[src/logic/reload_capture_timer_consts.vh]
// register map, field positions and counts for the reload/capture timer
// assumes byte-wide registers on a plain strobe port, one system clock
// How it works
// - both mode bits clear: one 16-bit counter
// - 16-bit wrap reloads pair, sets high flag
// - 16-bit irq on overflow, low wrap optional
// - clock: system, system/12, external/8 synchronised
// - split: two independent 8-bit reload timers
// - run gates all, split gates high only
// - per-byte select system clock else ext select
// - each byte wrap sets its overflow flag
// - split irq on high, either with low enable
// - flags cleared only by software writing zero
// - low flag sets on low wrap always
// - irq from high flag or enabled low flag
// - capture mode, source sof or oscillator fall
// - capture 16-bit: latch whole count, irq
// - capture split: latch both bytes, irq
// - reload bytes at 0xCA, 0xCB, reset zero
// - count bytes at 0xCC, 0xCD, live
// - clock selects bits 5 and 4, shared reg
`ifndef RELOAD_CAPTURE_TIMER_CONSTS_VH
`define RELOAD_CAPTURE_TIMER_CONSTS_VH

// register addresses
`define ADDR_CONTROL      8'hC8
`define ADDR_RELOAD_LOW   8'hCA
`define ADDR_RELOAD_HIGH  8'hCB
`define ADDR_COUNT_LOW    8'hCC
`define ADDR_COUNT_HIGH   8'hCD
`define ADDR_CLOCK_CTRL   8'h8E

// control register fields
`define BIT_HIGH_FLAG     7
`define BIT_LOW_FLAG      6
`define BIT_LOW_IRQ_EN    5
`define BIT_CAPTURE_EN    4
`define BIT_SPLIT_EN      3
`define BIT_RUN           2
`define BIT_CAP_SRC       1
`define BIT_EXT_CLK       0

// clock control fields
`define BIT_HIGH_CLK_SEL  5
`define BIT_LOW_CLK_SEL   4

// reset values and constants
`define RESET_BYTE        8'h00
`define BYTE_ALL_ONES     8'hFF
`define SYS_DIV           12
`define EXT_DIV           8

`endif

[src/logic/tick_divider.v]
// divides a stream of input ticks by a fixed ratio into single-cycle ticks
// assumes tick_in is already synchronous to clk_sys
`timescale 1ns/100ps
module tick_divider #(
  parameter DIVIDE = 12,           // ticks in per tick out
  parameter WIDTH  = 4             // counter width, holds DIVIDE-1
) (
  // clock and reset
  input  wire clk_sys,
  input  wire sys_rst,
  // tick stream
  input  wire tick_in,
  output reg  tick_out
);
  localparam [31:0]      LAST_FULL = DIVIDE - 1;                     // terminal count, full width
  localparam [WIDTH-1:0] LAST      = LAST_FULL[WIDTH-1:0];           // cut to counter width
  localparam [WIDTH-1:0] ZERO      = {WIDTH{1'b0}};                  // restart value
  localparam [WIDTH-1:0] ONE       = {{(WIDTH-1){1'b0}}, 1'b1};      // step

  reg [WIDTH-1:0] count_reg;                  // ticks seen in this period

  // count input ticks, pulse on the last one
  always @(posedge clk_sys or posedge sys_rst) begin
    if (sys_rst) begin
      count_reg <= ZERO;
      tick_out  <= 1'b0;
    end else begin
      tick_out <= 1'b0;
      if (tick_in) begin
        if (count_reg == LAST) begin
          count_reg <= ZERO;
          tick_out  <= 1'b1;
        end else begin
          count_reg <= count_reg + ONE;
        end
      end
    end
  end
endmodule

[src/logic/reload_capture_timer.v]
// timer with auto-reload, split 8-bit mode and capture, byte registers
// assumes a plain strobe register port on clk_sys; ext_osc, sof_event and
// low_freq_osc are raw levels from other domains, synchronised here
//
// The address-and-strobe port was chosen for this implementation.
`timescale 1ns/100ps
`include "reload_capture_timer_consts.vh"
module reload_capture_timer (
  // clock and reset
  input  wire       clk_sys,
  input  wire       sys_rst,
  // register port
  input  wire [7:0] reg_addr,
  input  wire [7:0] reg_wdata,
  input  wire       reg_write,
  input  wire       reg_read,
  output reg  [7:0] reg_rdata,
  // event sources
  input  wire       ext_osc,
  input  wire       sof_event,
  input  wire       low_freq_osc,
  // processor interrupt side
  input  wire       timer_irq_enable,
  output wire       timer_irq
);
  // control state
  reg        high_overflow_flag_reg;   // high byte wrap seen
  reg        low_overflow_flag_reg;    // low byte wrap seen
  reg        low_irq_enable_reg;       // low wrap may interrupt
  reg        capture_enable_reg;       // capture mode
  reg        split_enable_reg;         // two 8-bit timers
  reg        run_control_reg;          // run gate
  reg        capture_source_reg;       // 0 sof, 1 oscillator fall
  reg        ext_clock_select_reg;     // 0 sys/12, 1 ext/8
  reg        high_clock_select_reg;    // high byte on system clock
  reg        low_clock_select_reg;     // low byte on system clock
  reg  [7:0] reload_low_reg;           // reload / captured low
  reg  [7:0] reload_high_reg;          // reload / captured high
  reg  [7:0] count_low_reg;            // live low byte
  reg  [7:0] count_high_reg;           // live high byte

  // synchronisers: first stage read only by the second
  reg  [1:0] ext_sync_reg;
  reg  [1:0] sof_sync_reg;
  reg  [1:0] lfo_sync_reg;
  reg        ext_prev_reg;             // edge history, second stage only
  reg        sof_prev_reg;
  reg        lfo_prev_reg;

  wire       ext_rise_tick;            // one external oscillator period
  wire       sys_div_tick;             // system clock / 12
  wire       ext_div_tick;             // external clock / 8
  wire       divided_tick;             // chosen divided source
  wire       low_tick;                 // low byte advances
  wire       high_tick;                // high byte (split) advances
  wire       capture_pulse;            // one cycle per capture event
  wire       low_wrap;                 // low byte steps on from 0xFF
  wire       high_wrap;                // high byte steps on from 0xFF
  wire       run16;                    // 16-bit count enable
  wire       write_control;
  wire       write_clock_ctrl;

  // read back a control byte from the live bits
  function [7:0] pack_control;
    input dummy;
    begin
      pack_control = `RESET_BYTE;
      pack_control[`BIT_HIGH_FLAG]  = high_overflow_flag_reg;
      pack_control[`BIT_LOW_FLAG]   = low_overflow_flag_reg;
      pack_control[`BIT_LOW_IRQ_EN] = low_irq_enable_reg;
      pack_control[`BIT_CAPTURE_EN] = capture_enable_reg;
      pack_control[`BIT_SPLIT_EN]   = split_enable_reg;
      pack_control[`BIT_RUN]        = run_control_reg;
      pack_control[`BIT_CAP_SRC]    = capture_source_reg;
      pack_control[`BIT_EXT_CLK]    = ext_clock_select_reg;
    end
  endfunction

  // synchronise the foreign levels, keep one stage of history
  always @(posedge clk_sys or posedge sys_rst) begin
    if (sys_rst) begin
      ext_sync_reg <= 2'h0;
      sof_sync_reg <= 2'h0;
      lfo_sync_reg <= 2'h0;
      ext_prev_reg <= 1'b0;
      sof_prev_reg <= 1'b0;
      lfo_prev_reg <= 1'b0;
    end else begin
      ext_sync_reg <= {ext_sync_reg[0], ext_osc};
      sof_sync_reg <= {sof_sync_reg[0], sof_event};
      lfo_sync_reg <= {lfo_sync_reg[0], low_freq_osc};
      ext_prev_reg <= ext_sync_reg[1];
      sof_prev_reg <= sof_sync_reg[1];
      lfo_prev_reg <= lfo_sync_reg[1];
    end
  end

  // external oscillator must be well below clk_sys/2 to be seen
  assign ext_rise_tick = ext_sync_reg[1] & ~ext_prev_reg;

  // sys/12 from a constant tick, ext/8 from external rises
  tick_divider #(.DIVIDE(`SYS_DIV), .WIDTH(4)) sys_div (
    .clk_sys  (clk_sys),
    .sys_rst  (sys_rst),
    .tick_in  (1'b1),
    .tick_out (sys_div_tick)
  );
  tick_divider #(.DIVIDE(`EXT_DIV), .WIDTH(4)) ext_div (
    .clk_sys  (clk_sys),
    .sys_rst  (sys_rst),
    .tick_in  (ext_rise_tick),
    .tick_out (ext_div_tick)
  );

  // shared divided source, then per-byte system clock override
  assign divided_tick = ext_clock_select_reg ? ext_div_tick : sys_div_tick;
  assign low_tick     = low_clock_select_reg  | divided_tick;
  assign high_tick    = high_clock_select_reg | divided_tick;

  // capture events: sof rising edge or oscillator falling edge
  assign capture_pulse = capture_enable_reg &
    (capture_source_reg ? (lfo_prev_reg & ~lfo_sync_reg[1])
                        : (sof_sync_reg[1] & ~sof_prev_reg));

  // 16-bit modes use the low byte select; split low byte ignores run
  assign run16     = ~split_enable_reg & run_control_reg & low_tick;
  assign low_wrap  = (count_low_reg == `BYTE_ALL_ONES) &
                     (split_enable_reg ? low_tick : run16);
  assign high_wrap = split_enable_reg ?
                     ((count_high_reg == `BYTE_ALL_ONES) & run_control_reg & high_tick) :
                     (low_wrap & (count_high_reg == `BYTE_ALL_ONES));

  assign write_control    = reg_write & (reg_addr == `ADDR_CONTROL);
  assign write_clock_ctrl = reg_write & (reg_addr == `ADDR_CLOCK_CTRL);

  // control and clock-select registers; hardware sets beat software clears
  always @(posedge clk_sys or posedge sys_rst) begin
    if (sys_rst) begin
      high_overflow_flag_reg <= 1'b0;
      low_overflow_flag_reg  <= 1'b0;
      low_irq_enable_reg     <= 1'b0;
      capture_enable_reg     <= 1'b0;
      split_enable_reg       <= 1'b0;
      run_control_reg        <= 1'b0;
      capture_source_reg     <= 1'b0;
      ext_clock_select_reg   <= 1'b0;
      high_clock_select_reg  <= 1'b0;
      low_clock_select_reg   <= 1'b0;
    end else begin
      if (write_control) begin
        // flags take what software writes, only a wrap sets them otherwise
        high_overflow_flag_reg <= reg_wdata[`BIT_HIGH_FLAG] | high_wrap;
        low_overflow_flag_reg  <= reg_wdata[`BIT_LOW_FLAG] | low_wrap;
        low_irq_enable_reg     <= reg_wdata[`BIT_LOW_IRQ_EN];
        capture_enable_reg     <= reg_wdata[`BIT_CAPTURE_EN];
        split_enable_reg       <= reg_wdata[`BIT_SPLIT_EN];
        run_control_reg        <= reg_wdata[`BIT_RUN];
        capture_source_reg     <= reg_wdata[`BIT_CAP_SRC];
        ext_clock_select_reg   <= reg_wdata[`BIT_EXT_CLK];
      end else begin
        // sticky: no hardware clear, not even on interrupt entry
        if (high_wrap)
          high_overflow_flag_reg <= 1'b1;
        if (low_wrap)
          low_overflow_flag_reg <= 1'b1;
      end
      if (write_clock_ctrl) begin
        high_clock_select_reg <= reg_wdata[`BIT_HIGH_CLK_SEL];
        low_clock_select_reg  <= reg_wdata[`BIT_LOW_CLK_SEL];
      end
    end
  end

  // counter bytes; counting wins over a same-cycle software write
  always @(posedge clk_sys or posedge sys_rst) begin
    if (sys_rst) begin
      count_low_reg  <= `RESET_BYTE;
      count_high_reg <= `RESET_BYTE;
    end else if (split_enable_reg) begin
      // two independent bytes
      if (split_enable_reg & low_tick) begin
        if (low_wrap & ~capture_enable_reg)
          count_low_reg <= reload_low_reg;
        else
          count_low_reg <= count_low_reg + 8'h01;
      end else if (reg_write && reg_addr == `ADDR_COUNT_LOW) begin
        count_low_reg <= reg_wdata;
      end
      if (run_control_reg & high_tick) begin
        if (high_wrap & ~capture_enable_reg)
          count_high_reg <= reload_high_reg;
        else
          count_high_reg <= count_high_reg + 8'h01;
      end else if (reg_write && reg_addr == `ADDR_COUNT_HIGH) begin
        count_high_reg <= reg_wdata;
      end
    end else if (run16) begin
      // one 16-bit counter
      if (high_wrap & ~capture_enable_reg) begin
        count_low_reg  <= reload_low_reg;
        count_high_reg <= reload_high_reg;
      end else begin
        {count_high_reg, count_low_reg} <=
          {count_high_reg, count_low_reg} + 16'h0001;
      end
    end else begin
      if (reg_write && reg_addr == `ADDR_COUNT_LOW)
        count_low_reg <= reg_wdata;
      if (reg_write && reg_addr == `ADDR_COUNT_HIGH)
        count_high_reg <= reg_wdata;
    end
  end

  // reload bytes: software value, or captured count in capture mode
  always @(posedge clk_sys or posedge sys_rst) begin
    if (sys_rst) begin
      reload_low_reg  <= `RESET_BYTE;
      reload_high_reg <= `RESET_BYTE;
    end else if (capture_pulse) begin
      reload_low_reg  <= count_low_reg;
      reload_high_reg <= count_high_reg;
    end else if (reg_write) begin
      if (reg_addr == `ADDR_RELOAD_LOW)
        reload_low_reg <= reg_wdata;
      if (reg_addr == `ADDR_RELOAD_HIGH)
        reload_high_reg <= reg_wdata;
    end
  end

  // capture pulses are remembered until the next control write
  reg capture_seen_reg;   // capture event pending as interrupt
  always @(posedge clk_sys or posedge sys_rst) begin
    if (sys_rst)
      capture_seen_reg <= 1'b0;
    else if (capture_pulse)
      capture_seen_reg <= 1'b1;
    else if (write_control)
      capture_seen_reg <= 1'b0;
  end

  // level request while any enabled cause is set
  assign timer_irq = timer_irq_enable &
    (high_overflow_flag_reg | (low_overflow_flag_reg & low_irq_enable_reg) |
     capture_seen_reg);

  // read data one cycle after the strobe, zero otherwise
  always @(posedge clk_sys or posedge sys_rst) begin
    if (sys_rst) begin
      reg_rdata <= `RESET_BYTE;
    end else if (reg_read) begin
      case (reg_addr)
        `ADDR_CONTROL:     reg_rdata <= pack_control(1'b0);
        `ADDR_RELOAD_LOW:  reg_rdata <= reload_low_reg;
        `ADDR_RELOAD_HIGH: reg_rdata <= reload_high_reg;
        `ADDR_COUNT_LOW:   reg_rdata <= count_low_reg;
        `ADDR_COUNT_HIGH:  reg_rdata <= count_high_reg;
        `ADDR_CLOCK_CTRL:  reg_rdata <= {2'h0, high_clock_select_reg,
                                         low_clock_select_reg, 4'h0};
        default:           reg_rdata <= `RESET_BYTE;          // unmapped
      endcase
    end else begin
      reg_rdata <= `RESET_BYTE;
    end
  end
endmodule

[config.mk]
export PLATFORM = sky130hd
export DESIGN_NAME = reload_capture_timer
export DESIGN_NICKNAME = d
export VERILOG_FILES = /design/src/logic/tick_divider.v /design/src/logic/reload_capture_timer.v
export VERILOG_INCLUDE_DIRS = /design/src /design/src/logic
export SDC_FILE = /design/constraint.sdc
export NUM_CORES = 1
export LEC_CHECK = 0
export BUFFER_PORTS_ARGS = -buffer_cell sky130_fd_sc_hd__buf_2
export CORE_MARGIN = 10
export CORE_UTILIZATION = 40
export CTS_CLUSTER_SIZE = 20
export DETAILED_ROUTE_END_ITERATION = 6
export GPL_TIMING_DRIVEN = 1
export PLACE_DENSITY = 0.56
export SLEW_MARGIN = 40
export SYNTH_ARGS = -nofsm -noshare
export SYNTH_HDL_FRONTEND = slang
export SYNTH_SLANG_ARGS = --single-unit
[constraint.sdc]
create_clock -name clk_sys -period 2.18 [get_ports clk_sys]
set_clock_uncertainty 0.2 [all_clocks]
set_input_delay 0.327 -clock clk_sys [delete_from_list [all_inputs] [get_ports clk_sys]]
set_output_delay 0.327 -clock clk_sys [all_outputs]
set_load 0.01 [all_outputs]
==> results.toml, run 1 <==
[power_and_ir_drop]
comb_power_share = 0.305
p_int_mw = 2.86
static_leakage_nw = 2.31
clock_group_share_of_total_power = 0.283
switching_portion_of_total_power = 0.350
irDropWorstVdd_v = 0.000417
switching_power_mw = 1.54
power_per_cell_area_nw_per_um2 = 845
overall_power_of_the_completed_layout_mw = 4.39
p_seq_frac = 0.411

[floorplanning]
ioPinCount = 33
floorplan.die_area_um2 = 14600
fp.dieW_um = 121
core_area_um2 = 9860
die_height_um = 121
placementRows = 36
initial_core_util = 0.413

[detailed_routing]
total_via_count_after_detailed_routing = 3833
initialDrtViolationCount = 490
detail_route.drc_violations = 0
post_drt_via_cell_ratio = 5.90
drt-wirelength-per-cell_um = 19.7
postRouteWirelength_um = 12800
drtAntennaViolNets = 0
drt-pass1-iter-count = 5

[setup_path]
worst_r2r_path_depth = 7
required_ns = 2.21
kind_of_capture_point_of_the_worst_setup_path = "flip-flop"
worst_r2r_startpoint = "count_low_reg[0]"
setup_slack_of_the_most_critical_reg_to_reg_path_ns = 0.05
cp_slowest_stage_delay_ns = 0.44
crit_path_cell_trace = "buf_4 > nand4_1 > nor4_1 > xnor2_1 > nor2_1 > a211oi_1 > o22ai_1"
reg2reg_to = "count_high_reg[5]"
cp-start-kind = "flip-flop"
worst-path-buf-inv = 1
critical_path_arrival_ns = 2.16
worst-setup-path-type = "reg -> reg"
critical_path_peak_fanout = 9
cpLargestDelayFamily = "simple AND/OR/NAND/NOR gates"
cpMaxStageDelayCell = "nor4_1"

[synth]
dominant_register_cell_in_the_synthesized_netlist = "dfrtp_1"
yosysTopAreaCellShare = 0.430
synth_commonest_cells = "70 x dfrtp_1, 47 x nand2_1, 35 x mux2i_1, 28 x o21ai_0, 20 x nand3_1"
synth_cell_type_count = 55
synth_warnings = 0
yosys-top-cells-area = "dfrtp_1 43%, mux2i_1 8.6%, nand2_1 4.3%"
share_of_synthesized_area_occupied_by_flip_flops_and_latches = 0.430
synth_cells = 425
ys_seq_elements = 70
synth-async-reset-ratio = 1.00
netlist.top_cell.by_area = "dfrtp_1"
netlist_area_um2 = 4080
synth-edff-count = 0
avgSynthCellArea_um2 = 9.59
synthMostInstantiatedCell = "dfrtp_1"
syn_nets = 453

[clock_network]
clk_path_buf_depth = 2
cts_tree = "yes"
cts-root-buf = "clkbuf_8"
clk_transition_reported_paths_ns = 0.09
clock_latency_ns = 0.36
clock_tree.htree_level_count = 3
cts_sinks = 70
cts_buffers = 9

[worst_hold_path]
whs_endpoint = "reg_rdata[5]"
holdCritStartpoint = "reg_read"
hold-path-cell-count = 3
timing.hold.worst.class = "in -> reg"

[sta]
final-hold-violation-count = 0
worst_pin_slew_ns = 0.693
final_setup_violation_count = 0
fin_hold_ws_ns = 0.0312
fmax_ghz = 0.470
finalSetupTns_ns = 0
fin_crit_sh = 0.976
setup_slack_ns = 0.0532
timing.final.max_slew_violations = 0
timing.final.crit_period_ns = 2.13
timing.slew.headroom = 0.536

[cells_and_area]
num_antenna_cells = 0
area.growth.synth_to_final_pct = 27.5
final_net_count = 540
drive_above_1_share = 0.298

[run]
max_cap_violations = 0

[place]
hpwl_um = 9250
buffer_ports.inserted = 32
pre_cts_slack_ns = -0.220
place_congestion = 0.906

[grt]
first_pass_grt_wire_length_um = 21300
grt_antenna_before_repair = 0
globalRouteTotalUtil = 0.182
vias_in_the_first_global_route = 3831
pin_count_of_the_biggest_net_entering_global_routing = 52
residual_overflow_from_global_routing = 0

[status]
status = "completed"
[worst register-to-register path, stage by stage, from the launching register on]
cell and delay [ns]:
dfrtp_1 0.38, buf_4 0.19, nand4_1 0.17, nor4_1 0.44, xnor2_1 0.17, nor2_1 0.05, a211oi_1 0.29, o22ai_1 0.12
[cell families (layout without fill, tap and decap cells)]
logic type,after synthesis,count (layout),share of synthesized area
adder cells (fa/ha/maj),4,4,0.0123
flip-flops,70,70,0.430
multiplexers,47,47,0.119
buffers and inverters,35,127,0.0374
AND/OR/NAND/NOR,140,140,0.174
AO/OA/AOI/OAI,107,107,0.180
XOR/XNOR,22,22,0.0473
[repair_timing]
item / CTS / global route
pin swaps: 0 / 5
gates cloned: 0 / 0
hold endpoints to repair: 22 / 0
buffers inserted: 0 / 5
hold buffers: 4 / 0
endpoints found under the setup margin: 14 / 12
gates resized for setup: 6 / 15
[per-stage QoR]
stage,instance area (um2),utilization,cells
2_1_floorplan,4100,-,425
3_3_place_gp,4780,0.485,625
3_5_place_dp,4780,0.485,625
4_1_cts,5080,0.515,645
5_1_grt,5200,0.527,650
6_report,5200,0.527,650
[cell usage in the layout, fill, tap and decap left out, types with 14 or more instances in the layout]
| master | n |
|---|---|
| nor3_1 | 14 |
| nor2_1 | 16 |
| nand2_1 | 46 |
| nand3_1 | 18 |
| o21ai_0 | 27 |
| mux2i_1 | 35 |
| buf_4 | 65 |
| xnor2_1 | 17 |
| buf_2 | 32 |
| a21oi_1 | 17 |
| dfrtp_1 | 70 |
[per-layer routing]
| metal | GRT usage | vias up | wire, um |
|---|---|---|---|
| met5 | 0 | - | 0 |
| met1 | 0.235 | 1894 | 5550 |
| met3 | 0.0419 | 22 | 1020 |
| li1 | - | 1754 | - |
| met4 | 0.0551 | 0 | 177 |
| met2 | 0.296 | 163 | 6090 |
[power by group through the flow]
stage	logic [mW]	registers [mW]	clock network, mW
2_1_floorplan	0.872	1.72	0
3_3_place_gp	1.26	1.80	0
3_5_place_dp	1.29	1.81	0
4_1_cts	1.30	1.79	1.28
5_1_grt	1.49	1.84	1.33
6_report	1.34	1.81	1.25
[area by class of cell]
class / count / area [um2]
Clock buffer: 9 / 124
Inverter: 7 / 30.0
Sequential cell: 70 / 1750
Fill cell: 885 / 4670
Clock inverter: 7 / 105
Tap cell: 133 / 166
Timing Repair Buffer: 104 / 739
Multi-Input combinational cell: 320 / 2280
[how the worst max path moves through the flow]
stage | startpoint | to | slack, ns | depth (start not counted)
final | count_low_reg[0] | count_high_reg[5] | 0.05 | 7
after detailed placement | reg_addr[4] | count_high_reg[6] | -0.22 | 6
after floorplan | reg_addr[4] | count_high_reg[6] | -0.08 | 6
after CTS | ext_clock_select_reg | count_low_reg[5] | 0.02 | 8
after global placement | reg_addr[4] | count_high_reg[6] | -0.20 | 6
after global routing | count_high_reg[0] | count_high_reg[1] | -0.004 | 8
No activity file was read; power rests on OpenSTA's default activity.
==> inputs of run 2 (changes only) <==
--- a/config.mk
+++ b/config.mk
@@ -13,6 +13,7 @@
 export DETAILED_ROUTE_END_ITERATION = 6
 export GPL_TIMING_DRIVEN = 1
 export PLACE_DENSITY = 0.56
+export REMOVE_ABC_BUFFERS = 1
 export SLEW_MARGIN = 40
 export SYNTH_ARGS = -nofsm -noshare
 export SYNTH_HDL_FRONTEND = slang
==> run 2 against run 1 <==
  * Combinational power barely moved
  * Final cell count is 0.31% higher
  * Routed wire length decreased by 2.0%
  * Register-to-register slack about the same
  * First-iteration DRC count down 28%
  * Clock-buffer cell count up 1
  * Non-clock buffer count rose by 2
  * Die area unchanged
  * Via count down 3.0%
  * Critical path type unchanged
==> results.toml, run 2 (synthesis gave the netlist of run 1 again) <==
[floorplanning]
ioPinCount = 33
floorplan.die_area_um2 = 14600
fp.dieW_um = 121
die_height_um = 121
core_area_um2 = 9860
placementRows = 36
initial_core_util = 0.413

[sta]
timing.final.crit_period_ns = 2.13
final_setup_violation_count = 0
fmax_ghz = 0.469
rsz0062_at_grt = "true"
fin_crit_sh = 0.978
timing.final.max_slew_violations = 0
fin_hold_ws_ns = 0.0237
worst_pin_slew_ns = 0.671
final-hold-violation-count = 0
timing.slew.headroom = 0.551

[worst_hold_path]
timing.hold.worst.class = "in -> reg"

[detailed_routing]
drt-wirelength-per-cell_um = 19.3
drtAntennaViolNets = 0
drt-pass1-iter-count = 6
initialDrtViolationCount = 353
detail_route.drc_violations = 0
total_via_count_after_detailed_routing = 3718
postRouteWirelength_um = 12600
post_drt_via_cell_ratio = 5.70

[grt]
grt_antenna_before_repair = 0
first_pass_grt_wire_length_um = 20300
residual_overflow_from_global_routing = 0
pin_count_of_the_biggest_net_entering_global_routing = 71
vias_in_the_first_global_route = 3784
globalRouteTotalUtil = 0.175

[power_and_ir_drop]
irDropWorstVdd_v = 0.000428
static_leakage_nw = 2.32
power_per_cell_area_nw_per_um2 = 845

[clock_network]
cts-root-buf = "clkbuf_8"
cts_sinks = 70
cts_tree = "yes"
cts_buffers = 9
clock_latency_ns = 0.37
clk_path_buf_depth = 2
clk_transition_reported_paths_ns = 0.08
clock_tree.htree_level_count = 3

[cells_and_area]
final_net_count = 542
layout.cells.most_common_list = "70 x dfrtp_1, 67 x buf_4, 45 x nand2_1, 35 x mux2i_1, 32 x buf_2"
multi_input_area_um2 = 2260
layout_filler_cell_count = 898
final_cells = 652
postLayoutCellArea_um2 = 5180
sequential_cell_area_um2 = 1750
area.growth.synth_to_final_pct = 27.0
util_after_layout = 0.525
num_antenna_cells = 0
drive_above_1_share = 0.303
most_common_cell_after_layout_fill_and_taps_aside = "dfrtp_1"

[place]
placed_instances = 631
hpwl_um = 9050
place_congestion = 0.910
placedInstanceArea_um2 = 4820
buffer_ports.inserted = 32

[setup_path]
required_ns = 2.22
critical_path_peak_fanout = 10
critical_path_arrival_ns = 2.17
worst-setup-path-type = "reg -> reg"
kind_of_capture_point_of_the_worst_setup_path = "flip-flop"
cp-start-kind = "flip-flop"

[run]
max_cap_violations = 0

[status]
status = "completed"
run 2: cell count changes in the layout (fill, tap and decap cells not counted), moves of 2 or more:
cell,before,now
nand2_2,1,3
nor3_1,14,16
nor3_2,4,2
buf_4,65,67
ha_2,0,2
run 2: critical path, stage by stage, from the launching register on:
cell and delay (ns):
dfrtp_1 0.37, ha_2 0.21, nand3_1 0.12, or3_4 0.37
a21oi_4 0.18, nand2_2 0.07, buf_4 0.18, o311a_1 0.30
run 2: report_power, final:
part / switching (mW) / total (mW) / internal, mW
combinational: 0.699 / 1.36 / 0.666
sequential: 0.252 / 1.80 / 1.55
clock: 0.560 / 1.21 / 0.653
run 2: layout make-up:
type / instances / share of cell area
clock buffers: 10 / 0.0246
clock inverters: 6 / 0.0181
inverters: 7 / 0.00507
multi-input cells: 320 / 0.436
flip-flops and latches: 70 / 0.338
well taps: 133 / 0.0321
repair buffers: 106 / 0.146
run 2: final timing paths:
kind	startpoint	endpoint	slack, ns	depth (start not counted)
min in group asynchronous	sys_rst	reload_low_reg[0]	0.39	4
hold reg to reg	lfo_sync_reg[0]	lfo_sync_reg[1]	0.16	0
hold / removal	reg_read	reg_rdata[5]	0.02	3
setup reg to reg	count_high_reg[0]	count_low_reg[0]	0.05	7
max in group asynchronous	sys_rst	reg_rdata[7]	1.10	4
setup / recovery	count_high_reg[0]	count_low_reg[0]	0.05	7
run 2: metrics by stage:
step / total power [mW] / setup WS, ns / setup TNS [ns]
after global placement: 3.09 / -0.222 / -2.42
final: 4.38 / 0.0490 / 0
after global routing: 4.65 / -0.0857 / -0.191
after floorplan: 2.53 / -0.465 / -13.34
after detailed placement: 3.12 / -0.243 / -2.86
after CTS: 4.35 / 0.00148 / 0
run 2: layer usage:
layer / global-route usage / wire length [um]
met2: 0.276 / 5820
met1: 0.228 / 5730
met5: 0 / 0
met4: 0.0641 / 267
met3: 0.0391 / 752
run 2: what timing repair did:
action / in CTS / in global routing
pin swaps: 0 / 3
endpoints found under the setup margin: 1 / 16
hold buffers: 4 / 0
hold endpoints to repair: 73 / 0
setup buffers: 0 / 1
resized for setup: 1 / 20
